--- src/shared/itd_params.svh ---
// timing counts and register map of the tap delay controller
`ifndef ITD_PARAMS_SVH
`define ITD_PARAMS_SVH
`define ITD_TAP_W 9
`define ITD_TAPS 512
`define ITD_SETTLE_CYC 10
`define ITD_LOAD_GAP_CYC 5
`define ITD_REG_CTRL 4'h0
`define ITD_REG_VALUE 4'h4
`define ITD_REG_STATUS 4'h8
`define ITD_REG_TAP 4'hc
`define ITD_CTRL_GO 0
`define ITD_CTRL_LOAD 1
`define ITD_CTRL_DIR 2
`define ITD_CTRL_TIME 3
`endif

--- src/shared/itd_pkg.sv ---
// types of the tap delay controller
package itd_pkg;
   typedef logic [8:0] itd_tap_t;
   typedef enum logic [3:0] {
      ST_RESET = 4'h0,
      ST_WAIT_DLY = 4'h1,
      ST_WAIT_VTC = 4'h2,
      ST_IDLE = 4'h3,
      ST_PRE = 4'h4,
      ST_CAPTURE = 4'h5,
      ST_PRESENT = 4'h6,
      ST_PULSE = 4'h7,
      ST_STEP = 4'h8,
      ST_GAP = 4'h9,
      ST_POST = 4'ha
   } itd_state_e;
   typedef struct packed {
      logic load;
      logic ce;
      logic inc;
      logic lane_vtc;
      logic nibble_vtc;
      itd_tap_t value;
   } itd_lane_ctl_s;
endpackage

--- src/itd_ctrl.sv ---
// host controller sequencing steps and loads into one lane input delay
//
// Chosen here: the Avalon-MM register port and the register addresses.
`include "itd_params.svh"
module itd_ctrl #(
   parameter int SETTLE = `ITD_SETTLE_CYC,
   parameter int GAP = `ITD_LOAD_GAP_CYC
) (
   // clock and reset
   input wire logic i_mclk,
   input wire logic i_rst_b,
   // avalon slave
   input wire logic [3:0] i_address,
   input wire logic i_read,
   input wire logic i_write,
   input wire logic [31:0] i_writedata,
   output logic [31:0] o_readdata,
   output logic o_waitrequest,
   // nibble controller and lane
   input wire logic i_delay_ready,
   input wire logic i_compensation_ready,
   input wire itd_pkg::itd_tap_t i_tap_value_output,
   output itd_pkg::itd_lane_ctl_s o_lane
);
   import itd_pkg::*;

   itd_state_e state_reg, state_next;
   logic [3:0] cnt_reg, cnt_next;
   logic time_reg, dir_reg, load_mode_reg, busy_req_reg;
   itd_tap_t value_reg, tap_seen_reg, tap_sync1_reg, tap_sync2_reg;
   logic dly_s1_reg, dly_s2_reg, vtc_s1_reg, vtc_s2_reg;
   itd_lane_ctl_s lane_reg, lane_next;
   logic [31:0] rdata_reg;
   logic rd_ack_reg;

   // register map decode
   wire sel_ctrl = (i_address == `ITD_REG_CTRL);
   wire sel_value = (i_address == `ITD_REG_VALUE);
   wire sel_status = (i_address == `ITD_REG_STATUS);
   wire sel_tap = (i_address == `ITD_REG_TAP);
   wire wr_ctrl = i_write && sel_ctrl;
   wire wr_value = i_write && sel_value;
   wire go = wr_ctrl && i_writedata[`ITD_CTRL_GO];
   wire in_idle = (state_reg == ST_IDLE);
   wire cnt_done = (cnt_reg == 4'h0);
   // format changed while idle: startup handshake must run again
   wire fmt_stale = (time_reg != lane_reg.nibble_vtc);
   // vtc readiness only waited for in time format
   wire ready_ok = time_reg ? dly_s2_reg : 1'b1;
   wire vtc_ok = time_reg ? vtc_s2_reg : 1'b1;
   // one wait state on reads so the registered word stands when accepted
   wire rd_first = i_read && !rd_ack_reg;
   wire [31:0] ctrl_w = {28'h0, time_reg, dir_reg, load_mode_reg, 1'b0};
   wire [31:0] value_w = {23'h0, value_reg};
   wire [31:0] status_w = {27'h0, busy_req_reg, vtc_s2_reg, dly_s2_reg, in_idle, time_reg};
   wire [31:0] tap_w = {23'h0, tap_seen_reg};
   wire [31:0] rd_mux =
      sel_ctrl ? ctrl_w :
      sel_value ? value_w :
      sel_status ? status_w :
      sel_tap ? tap_w : 32'h0;

   assign o_waitrequest = rd_first;
   assign o_readdata = rdata_reg;
   assign o_lane = lane_reg;

   // lane signals cross in from another logic region; two flops first
   always_ff @(posedge i_mclk) begin
      dly_s1_reg <= i_delay_ready;
      dly_s2_reg <= dly_s1_reg;
      vtc_s1_reg <= i_compensation_ready;
      vtc_s2_reg <= vtc_s1_reg;
      tap_sync1_reg <= i_tap_value_output;
      tap_sync2_reg <= tap_sync1_reg;
   end

   // control fields refused while a sequence runs
   always_ff @(posedge i_mclk) begin
      if (!i_rst_b) begin
         time_reg <= 1'b0;
         dir_reg <= 1'b0;
         load_mode_reg <= 1'b0;
      end else if (wr_ctrl && in_idle) begin
         time_reg <= i_writedata[`ITD_CTRL_TIME];
         dir_reg <= i_writedata[`ITD_CTRL_DIR];
         load_mode_reg <= i_writedata[`ITD_CTRL_LOAD];
      end
   end

   always_ff @(posedge i_mclk) begin
      if (!i_rst_b) begin
         value_reg <= '0;
      end else if (wr_value) begin
         value_reg <= i_writedata[8:0];
      end
   end

   // word latched on the first read cycle, held through the accepting edge
   always_ff @(posedge i_mclk) begin
      if (!i_rst_b) begin
         rd_ack_reg <= 1'b0;
         rdata_reg <= 32'h0;
      end else begin
         rd_ack_reg <= rd_first;
         if (rd_first) begin
            rdata_reg <= rd_mux;
         end
      end
   end

   // request flag: set by go in idle, cleared when sequence starts
   always_ff @(posedge i_mclk) begin
      if (!i_rst_b) begin
         busy_req_reg <= 1'b0;
      end else if (go && in_idle) begin
         busy_req_reg <= 1'b1;
      end else if (state_reg == ST_PRE) begin
         busy_req_reg <= 1'b0;
      end
   end

   always_comb begin
      state_next = state_reg;
      cnt_next = cnt_done ? 4'h0 : cnt_reg - 4'h1;
      lane_next = lane_reg;
      lane_next.load = 1'b0;
      lane_next.ce = 1'b0;
      lane_next.inc = 1'b0;
      unique case (state_reg)
         ST_RESET: begin
            lane_next.lane_vtc = 1'b0;
            state_next = ST_WAIT_DLY;
         end
         ST_WAIT_DLY: begin
            if (ready_ok) begin
               lane_next.nibble_vtc = time_reg;
               state_next = ST_WAIT_VTC;
            end
         end
         ST_WAIT_VTC: begin
            if (vtc_ok) begin
               lane_next.lane_vtc = time_reg;
               state_next = ST_IDLE;
            end
         end
         ST_IDLE: begin
            if (go) begin
               lane_next.lane_vtc = 1'b0;
               cnt_next = 4'(SETTLE - 1);
               state_next = ST_PRE;
            end else if (fmt_stale) begin
               // lane enable drops first, then the nibble handshake reruns
               lane_next.lane_vtc = 1'b0;
               state_next = ST_WAIT_DLY;
            end
         end
         ST_PRE: begin
            if (cnt_done) begin
               state_next = load_mode_reg ? ST_CAPTURE : ST_STEP;
            end
         end
         ST_CAPTURE: begin
            lane_next.value = value_reg;
            state_next = ST_PRESENT;
         end
         ST_PRESENT: begin
            lane_next.load = 1'b1;
            state_next = ST_PULSE;
         end
         ST_PULSE: begin
            cnt_next = 4'(GAP - 1);
            state_next = ST_GAP;
         end
         ST_STEP: begin
            lane_next.ce = 1'b1;
            lane_next.inc = dir_reg;
            // full settle count counted from the cycle after the strobe
            cnt_next = 4'(SETTLE);
            state_next = ST_POST;
         end
         ST_GAP: begin
            if (cnt_done) begin
               cnt_next = 4'(SETTLE - 2);
               state_next = ST_POST;
            end
         end
         ST_POST: begin
            if (cnt_done) begin
               // never raised before the nibble handshake has run
               lane_next.lane_vtc = time_reg && lane_reg.nibble_vtc;
               state_next = ST_IDLE;
            end
         end
         default: state_next = ST_RESET;
      endcase
   end

   always_ff @(posedge i_mclk) begin
      if (!i_rst_b) begin
         state_reg <= ST_RESET;
         cnt_reg <= 4'h0;
         lane_reg <= '0;
      end else begin
         state_reg <= state_next;
         cnt_reg <= cnt_next;
         lane_reg <= lane_next;
      end
   end

   // tap snapshot followed every idle cycle and taken once more as the pre-strobe settle wait ends
   always_ff @(posedge i_mclk) begin
      if (!i_rst_b) begin
         tap_seen_reg <= '0;
      end else if ((state_reg == ST_PRE && cnt_done) || state_reg == ST_IDLE) begin
         tap_seen_reg <= tap_sync2_reg;
      end
   end
endmodule

--- config.mk ---
export PLATFORM = sky130hd
export DESIGN_NAME = itd_ctrl
export DESIGN_NICKNAME = d
export VERILOG_FILES = /design/src/shared/itd_pkg.sv /design/src/itd_ctrl.sv
export VERILOG_INCLUDE_DIRS = /design/src /design/src/shared
export SDC_FILE = /design/constraint.sdc
export NUM_CORES = 1
export LEC_CHECK = 0
export ABC_AREA = 1
export BUFFER_PORTS_ARGS = -buffer_cell sky130_fd_sc_hd__buf_4
export CORE_UTILIZATION = 54
export DETAILED_ROUTE_END_ITERATION = 12
export PLACE_DENSITY = 0.81
export SLEW_MARGIN = 20
export SYNTH_ARGS = -nofsm -noshare
export SYNTH_HDL_FRONTEND = slang
export SYNTH_SLANG_ARGS = --single-unit
--- constraint.sdc ---
create_clock -name i_mclk -period 2.5 [get_ports i_mclk]
set_input_delay 0.25 -clock i_mclk [delete_from_list [all_inputs] [get_ports i_mclk]]
set_output_delay 0.25 -clock i_mclk [all_outputs]
set_load 0.1 [all_outputs]
[Yosys cells after proc, flatten, opt, wreduce, memory -nomap -nowiden]
Index checks and enable logic that the tools add are counted.
Word-level totals
  register bits: 99
  logic and storage cells: 90
  output and inout port bits: 47
Cells by class
  eq/ne operators: 20
  reduce and logical (&&, ||, !) cells: 19
  multiplexer cells: 28
  add/subtract/negate cells: 1
Operators by type and width (number)
  4-bit 2-to-1 mux: 11
  4-bit case mux with 11 select lines: 1
  9-bit 2-to-1 mux: 4
  4-bit by 3-bit equality test with 1-bit output (second input constant): 5
  4-bit equality test (second input constant): 5
  4-bit case mux with 4 select lines: 1
  4-bit logical NOT: 3
  2-bit inequality test (second input constant): 5
  1-bit 2-to-1 mux: 9
  4-bit by 2-bit equality test with 1-bit output (second input constant): 2
  1-bit logical AND: 8
  6-bit AND reduction: 1
  4-bit by 1-bit equality test with 1-bit output (second input constant): 1
  1-bit case mux with 4 select lines: 1
  2-bit AND reduction: 2
  4-bit AND reduction: 1
  4-bit nonzero test: 1
  4-bit by 1-bit subtractor with 4-bit output (second input constant): 1
  3-bit by 2-bit inequality test with 1-bit output (second input constant): 1
  2-bit 2-to-1 mux: 1
  2-bit nonzero test: 1
  1-bit logical NOT: 1
  1-bit logical OR: 1
  1-bit inequality test: 1

[Longest topological paths before layout]
Gate-level depths: netlist (run 1).
  depth after elaboration: 5
  gate-level depth with buffers: 10
  depth with buffers taken out: 10

[Worst setup path after synthesis (run 1)]
No wires, ideal clock.
  kind: reg2reg
  from: register lane_reg (netlist bit o_lane[9])
  to: register state_reg[0]
  buffers on the path: 0
  data required time: 2.387 ns
  stages on the path, launching flop included: 8
  setup slack: 0.653 ns
  arrival time: 1.734 ns
  cell sequence: dfxtp_1 > ha_1 > inv_1 > nand3_1 > nand3_2 > nand2_1 > nand2_1 > nor2_1
On the way
  word-level cells in the longest chain between the ends: 3
Ends and longest elaborated chain
  from (decl): RTL line itd_ctrl.sv:32  | itd_lane_ctl_s lane_reg, lane_next;
  from (signal assigned): RTL line itd_ctrl.sv:206  | lane_reg <= lane_next;
  1-bit inequality test: RTL line itd_ctrl.sv:47  | wire fmt_stale = (time_reg != lane_reg.nibble_vtc);
  3-bit by 2-bit inequality test with 1-bit output (no source line)
  6-bit AND reduction (no source line)
  to (signal assigned): RTL line itd_ctrl.sv:204  | state_reg <= state_next;
  to (decl): RTL line itd_ctrl.sv:27  | itd_state_e state_reg, state_next;
No other way between the ends.
A chain may end at the register's enable or synchronous reset.

[Worst setup path after layout (run 1)]
  from: register cnt_reg[0]
  to: register tap_seen_reg[3]
On the way
  word-level cells in the longest chain between the ends: 3
Ends and longest elaborated chain
  from (decl): RTL line itd_ctrl.sv:28  | logic [3:0] cnt_reg, cnt_next;
  from (signal assigned): RTL line itd_ctrl.sv:205  | cnt_reg <= cnt_next;
  4-bit logical NOT: RTL line itd_ctrl.sv:45  | wire cnt_done = (cnt_reg == 4'h0);
  1-bit logical AND: RTL line itd_ctrl.sv:214  | end else if ((state_reg == ST_PRE && cnt_done) || state_reg == ST_IDLE) begin
  1-bit logical OR: RTL line itd_ctrl.sv:214
  to (signal assigned): RTL line itd_ctrl.sv:215  | tap_seen_reg <= tap_sync2_reg;
  to (decl): RTL line itd_ctrl.sv:30  | itd_tap_t value_reg, tap_seen_reg, tap_sync1_reg, tap_sync2_reg;
No other way between the ends.

==> impl_results.md, run 1 <==
- Status: finished, final reports clean
- Die Area: 5878 um2
- I/O pin cnt: 98
- Mapped cell area: 3010 um2
- Ys flop type: dfxtp_1
- Top post-synthesis cells by area: dfxtp_1, nand2_1, a21oi_1
- Busiest grt layer: met2
- Post-CTS resize count: 0
- Count leader, synth: dfxtp_1
- Later-pin clock latency in the skew report: between 0.3 and 0.4 ns
- Initial antenna violation count: 0
- Max incr delay on CP: 0.33 ns
- Detail Route Antenna Nets: 0
- Syn Area/Cell: 7.964 um2
- Fin. max-slew vios: 0
- WHS Path Cells: 1
- Crit-path slowest cell: dfxtp_1
- Max_cap viols: 0
- First-pass GRT wire length: approximately 11000 um
- Worst EP required: 2.77 ns
- Largest net degree at the start of global routing: 37
- Layout cells sized above 1: around 17%
- Post-synth EDFFs: 0
- Area growth from synthesis to layout: 20.78%
- Synth top area share: 50.54%
- Setup CP Type: register to register
- Reg2reg start: cnt_reg[0]
- Met3 GRT Util: around 6%
- Vias in the first global route: 2404
- RSZ-0062 raised after global routing: false
- N_diodes: 0
- Met1 usage in global routing: 28.40%
- Total GRT Usage: 23.45%
- Core area: ~5200 um2
- Number of nets in the layout: 496
- Synth cell count leaders: dfxtp_1, nand2_1, a21oi_1
- Peak Freq: 622.8 MHz
- Fin util: 69.42%
- Setup TNS: 0 ns
- DIE HEIGHT: 76.67 um
- Endpoint, Worst Hold: tap_sync1_reg[5]
- Initial detailed-routing violation count: between 200 and 250
- Leak: ~1.6 nW
- Register-to-register path setup slack: 0.89 ns
- #FFs+latches synth: 76
- Sequential-to-total area share from yosys stat: 50.54%
- I/O Buffers: slightly above 50
- # rows: 26
- Area leader, netlist: dfxtp_1
- HPWL Detailed: 4614 um
- Final hold violation count: 0
- Avg WL per Cell: 12.51 um
- Root Buffer: clkbuf_8
- Tightest Hold Check Type: input port to register
- Arrival @ worst endpoint: 1.87 ns
- Post-route DRC: 0
- CTS tree: yes
- YS warnings: 0
- H-tree levels: 3
- Routed WL: 6456 um
- DR pass1 iterations: 4
- Met2 usage: 39.55%
- CP max FO: 15
- Crit-path cells: inv_1 -> ha_1 -> nand2_1 -> o22ai_2 -> inv_2 -> o21ai_0 -> a21oi_1
- Final worst-path cycle share: 64.22%
- Vias/cell: 5.064
- Max reg flops: 14
- Cells after Synth: around 380
- CTS Buf Count: 9
- RD Place Congestion: 0.8697
- Max VDD drop: around 0.00072 V
- Reg2reg path depth: 7
- Initial core utilization: approximately 57%
- Post-synth ARST share: 0%
- Distinct cells, synth: 30
- Gr ovfl total: 0
- Min Tclk post-route: 1.606 ns
- Number of fill cells in the layout: 429
- WHS: between 0.015 and 0.02 ns
- FF-to-FF End: tap_seen_reg[3]
- Final Skew: 0.01009 ns
- CP Launch Type: register
- Worst-path clk slew: 0.07 ns
- Setup violators final: 0
- Die W: 76.67 um
- DR vias: 2613
- Longest Clk Path Bufs: 2
- P per Cell Area: 971.9 nW/um2
- Hold path startpoint: i_tap_value_output[5]
- Critical Path End Type: register
- Clock sinks: 76
[cell usage in the layout (no fill, tap or decap), types with 9 or more instances in the layout]
master         count
nand3_1           12
inv_1             35
o21ai_0           38
nand2_1           61
buf_4             53
nor2_1            41
conb_1            23
clkbuf_8           9
dfxtp_1           76
dlygate4sd3_1     10
a21oi_1           42
[layer usage]
| layer | vias to the layer above | share of wire [%] |
|---|---|---|
| li1 | 1316 | - |
| met5 | - | 0 |
| met2 | 97 | 49 |
| met4 | 0 | 1.4 |
| met3 | 11 | 5.8 |
| met1 | 1189 | 44 |
[cell families after synthesis]
logic type | synth area share [%]
xor+xnor | 0.2910
fa+ha+maj | 1.247
compound gates | 16.67
buf+inv | 12.47
other cells | 0.1246
simple gates | 18.66
flops | 50.54
[through the flow]
| step | instance area [um2] | instances | total power [mW] | setup WS, ns |
|---|---|---|---|---|
| 3_5_place_dp | 3353 | 491 | 2.645 | 0.8621 |
| 5_1_grt | 3636 | 516 | 3.746 | 0.7134 |
| 3_3_place_gp | 3353 | 491 | 2.623 | 0.9469 |
| 6_report | 3636 | 516 | 3.534 | 0.8944 |
| 2_1_floorplan | 3093 | 400 | 2.451 | 0.6530 |
| 4_1_cts | 3596 | 512 | 3.529 | 0.9009 |
[how the worst max path moves through the flow]
stage / from / end / cells after the start
final: cnt_reg[0] / tap_seen_reg[3] / 7
after global routing: cnt_reg[0] / state_reg[2] / 10
after CTS: cnt_reg[0] / tap_seen_reg[3] / 7
after detailed placement: i_address[1] / value_reg[7] / 7
after floorplan: o_lane[9] / state_reg[0] / 7
after global placement: i_address[1] / value_reg[5] / 7
[layout make-up]
class / count / area, um2 / area share (%)
flip-flops and latches: 76 / 1521 / 41.84
multi-input cells: 252 / 1196 / 32.90
repair buffers: 63 / 498.0 / 13.70
inverters: 40 / 150.1 / 4.129
clock buffers: 11 / 131.4 / 3.613
well taps: 70 / 87.58 / 2.409
clock inverters: 4 / 51.30 / 1.411
[what timing repair did]
action,4_1_cts,5_1_grt
setup buffers,0,0
endpoints found under the hold margin,6,4
hold buffers,6,4
setup endpoints to repair,0,0
[where the power goes]
group / total [mW] / switching, mW / internal, mW / leakage [nW]
clock network: 0.886 / 0.430 / 0.456 / 0.0894
registers: 1.44 / 0.0821 / 1.36 / 0.624
logic: 1.21 / 0.879 / 0.327 / 0.893
[critical path: cells and delay by family (launching register included)]
| family | cells | cell delay [ns] |
|---|---|---|
| AO/OA/AOI/OAI | 3 | 0.43 |
| flip-flops | 1 | 0.33 |
| buffers and inverters | 2 | 0.29 |
| AND/OR/NAND/NOR | 1 | 0.29 |
| adder cells (fa/ha/maj) | 1 | 0.20 |
No activity file was read; power rests on OpenSTA's default activity.
==> run 2: changes to the inputs <==
--- a/config.mk
+++ b/config.mk
@@ -6,11 +6,11 @@
 export SDC_FILE = /design/constraint.sdc
 export NUM_CORES = 1
 export LEC_CHECK = 0
-export ABC_AREA = 1
+export ABC_AREA = 0
 export BUFFER_PORTS_ARGS = -buffer_cell sky130_fd_sc_hd__buf_4
-export CORE_UTILIZATION = 54
+export CORE_UTILIZATION = 51
 export DETAILED_ROUTE_END_ITERATION = 12
-export PLACE_DENSITY = 0.81
+export PLACE_DENSITY = 0.76
 export SLEW_MARGIN = 20
 export SYNTH_ARGS = -nofsm -noshare
 export SYNTH_HDL_FRONTEND = slang
==> constraint.sdc (replaced) <==
create_clock -name i_mclk -period 1.6 [get_ports i_mclk]
set_input_delay 0.16 -clock i_mclk [delete_from_list [all_inputs] [get_ports i_mclk]]
set_output_delay 0.16 -clock i_mclk [all_outputs]
set_load 0.1 [all_outputs]
==> run 2 against run 1 <==
Net effect:
- the run now ends with setup timing left
- worst setup slack worse by 1.1 ns
- first-iteration DRC count down 30%
- synthesized cell count down 12%
- sequential cell count unchanged
- global-route usage up 0.40 points
- combinational power up 74%
- routed wire length up 15%
- clock-buffer cell count down 1
- cell area up 19%
- cell count down 0.58%
- synthesized area up 6.6%
==> impl_results.md, run 2 <==
- Register area: ~1500 um2
- Leak: 1.936 nW
- #FFs+latches synth: 76
- Setup CP Type: register to register
- N_diodes: 0
- Later-pin clock latency in the skew report: 0.35 ns
- Fin util: between 70% and 80%
- Worst-path clk slew: 0.09 ns
- Max VDD drop: 0.0008333 V
- Vias in the first global route: 2438
- Number of fill cells in the layout: 445
- RSZ-0062 raised after global routing: true
- Max incr delay on CP: 0.33 ns
- Reg2reg start: cnt_reg[1]
- Mapped cell area: around 3200 um2
- Die Area: 6614 um2
- Critical Path End Type: register
- Core area: approximately 6000 um2
- Crit-path slowest cell: dfxtp_2
- Peak Freq: ~560 MHz
- Area growth from synthesis to layout: 34.50%
- Vias/cell: 5.076
- Top post-synthesis cells by area: dfxtp_1, mux2i_1, buf_4
- Initial detailed-routing violation count: about 170
- Sequential-to-total area share from yosys stat: between 40% and 50%
- P per Cell Area: 1348 nW/um2
- Final instance area: 4317 um2
- Synth cell count leaders: dfxtp_1, nand2_1, mux2i_1
- Crit-path cells: inv_2 -> ha_4 -> nor3b_4 -> and3b_2 -> a211oi_4 -> nand2b_4 -> a221oi_2
- Final Skew: 0.01220 ns
- Setup violators final: 18
- CTS tree: yes
- Hold path startpoint: i_writedata[8]
- FF-to-FF End: state_reg[3]
- Detail Route Antenna Nets: 0
- Final WS setup: -0.1756 ns
- Area occupied by multi-input gates: 1607 um2
- Fin. max-slew vios: 0
- Final worst-path cycle share: 111.0%
- Layout cells sized above 1: 33.79%
- HPWL Detailed: roughly 5200 um
- Largest net degree at the start of global routing: 38
- Max reg flops: 14
- Total GRT Usage: 23.86%
- DR pass1 iterations: 5
- Max_cap viols: 0
- Ys flop type: dfxtp_1
- Most frequent cells in the layout: buf_4, dfxtp_1, nand2_1, mux2i_1
- Endpoint, Worst Hold: value_reg[8]
- Min Tclk post-route: 1.776 ns
- Routed WL: 7429 um
- Status: complete, but fails checks
- Final hold violation count: 0
- Number of nets in the layout: between 400 and 500
- Post-synth EDFFs: 0
- CTS Buf Count: 9
- Delay-heaviest family, CP: simple AND/OR/NAND/NOR gates
- Avg WL per Cell: 14.48 um
- First-pass GRT wire length: 11590 um
- CP Launch Type: register
- DR vias: 2604
- Gr ovfl total: 0
- Synth top area share: 47.41%
- H-tree levels: 3
- Cells after Synth: 331
- Setup TNS: -1.942 ns
- WHS: about 0.044 ns
- Commonest non-fill, non-tap cell in the layout: buf_4
- Worst EP required: 1.86 ns
- Count leader, synth: dfxtp_1
- Initial antenna violation count: 0
- Area leader, netlist: dfxtp_1
- WP buf/inv: 1
- Longest Clk Path Bufs: 2
- I/O pin cnt: 98
- CP max FO: 5
- Syn Area/Cell: 9.696 um2
- Root Buffer: clkbuf_8
- Tightest Hold Check Type: input port to register
- Clock sinks: 76
- Post-synth ARST share: 0%
- Die W: around 81 um
- Post-route DRC: 0
- WHS Path Cells: 3
- I/O Buffers: 51
- DIE HEIGHT: a little over 80 um
- Reg2reg path depth: 7
- Placed inst area: about 3900 um2
- Layout Cells excl Fill: approximately 510
- Failing checks: setup timing
- YS warnings: 0
- Initial core utilization: a little over half
- Register-to-register path setup slack: -0.18 ns
- # rows: 28
- RD Place Congestion: 0.8609
- Dpl cells: 481
- Arrival @ worst endpoint: 2.03 ns
- Distinct cells, synth: 49
run 2: logic make-up after synthesis:
| family | synth area share [%] |
|---|---|
| and+or+nand+nor | 20.31 |
| DFF | 47.41 |
| AOI/OAI and AO/OA | 10.96 |
| buffers and inverters | 8.460 |
| muxes | 11.58 |
| adders and majority gates | 1.170 |
| other | 0.1168 |
run 2: worst max path at each step:
stage | slack [ns] | cells past startpoint | from | to
final | -0.18 | 7 | cnt_reg[1] | state_reg[3]
after detailed placement | -0.24 | 8 | cnt_reg[0] | state_reg[3]
after global routing | -0.27 | 7 | cnt_reg[1] | state_reg[3]
after CTS | -0.19 | 7 | cnt_reg[0] | state_reg[3]
after global placement | -0.17 | 8 | cnt_reg[0] | state_reg[0]
after floorplan | -0.08 | 7 | cnt_reg[0] | state_reg[0]
run 2: area by class of cell:
class | count | share of cell area (%)
multi-input combinational | 231 | 37.22
sequential | 76 | 35.48
timing repair buffer | 108 | 19.68
clock buffer | 10 | 3.188
tap | 75 | 2.174
clock inverter | 6 | 1.652
inverter | 7 | 0.6087
run 2: report_power, final:
group | switching (mW) | internal (mW) | leakage [nW] | total (mW)
registers | 0.147 | 2.05 | 0.625 | 2.20
logic | 1.12 | 0.985 | 1.21 | 2.11
clock network | 0.733 | 0.779 | 0.105 | 1.51
run 2: timing repair:
item	CTS	global route
gates cloned	0	1
hold buffers	11	0
resized for setup	5	19
setup buffers	4	1
pin swaps	4	2
endpoints found under the hold margin	11	0
endpoints found under the setup margin	27	31
run 2: metrics by stage:
step | setup WS, ns | power [mW]
floorplan | -0.08311 | 3.496
global placement | -0.1732 | 3.995
detailed placement | -0.2446 | 4.034
CTS | -0.1869 | 5.661
global route | -0.2701 | 6.115
finish | -0.1756 | 5.817
run 2: metal layers:
metal | part of all wire, % | GRT usage [%]
met5 | 0 | 0
met4 | 1.5 | 9.464
met1 | 44 | 30.54
met3 | 5.4 | 5.056
met2 | 49 | 38.92
run 2: worst min-delay path, delay by kind of cell:
kind | cells | cell delay, ns
mux | 1 | 0.05
simple gates | 1 | 0.07
buf+inv | 1 | 0.08
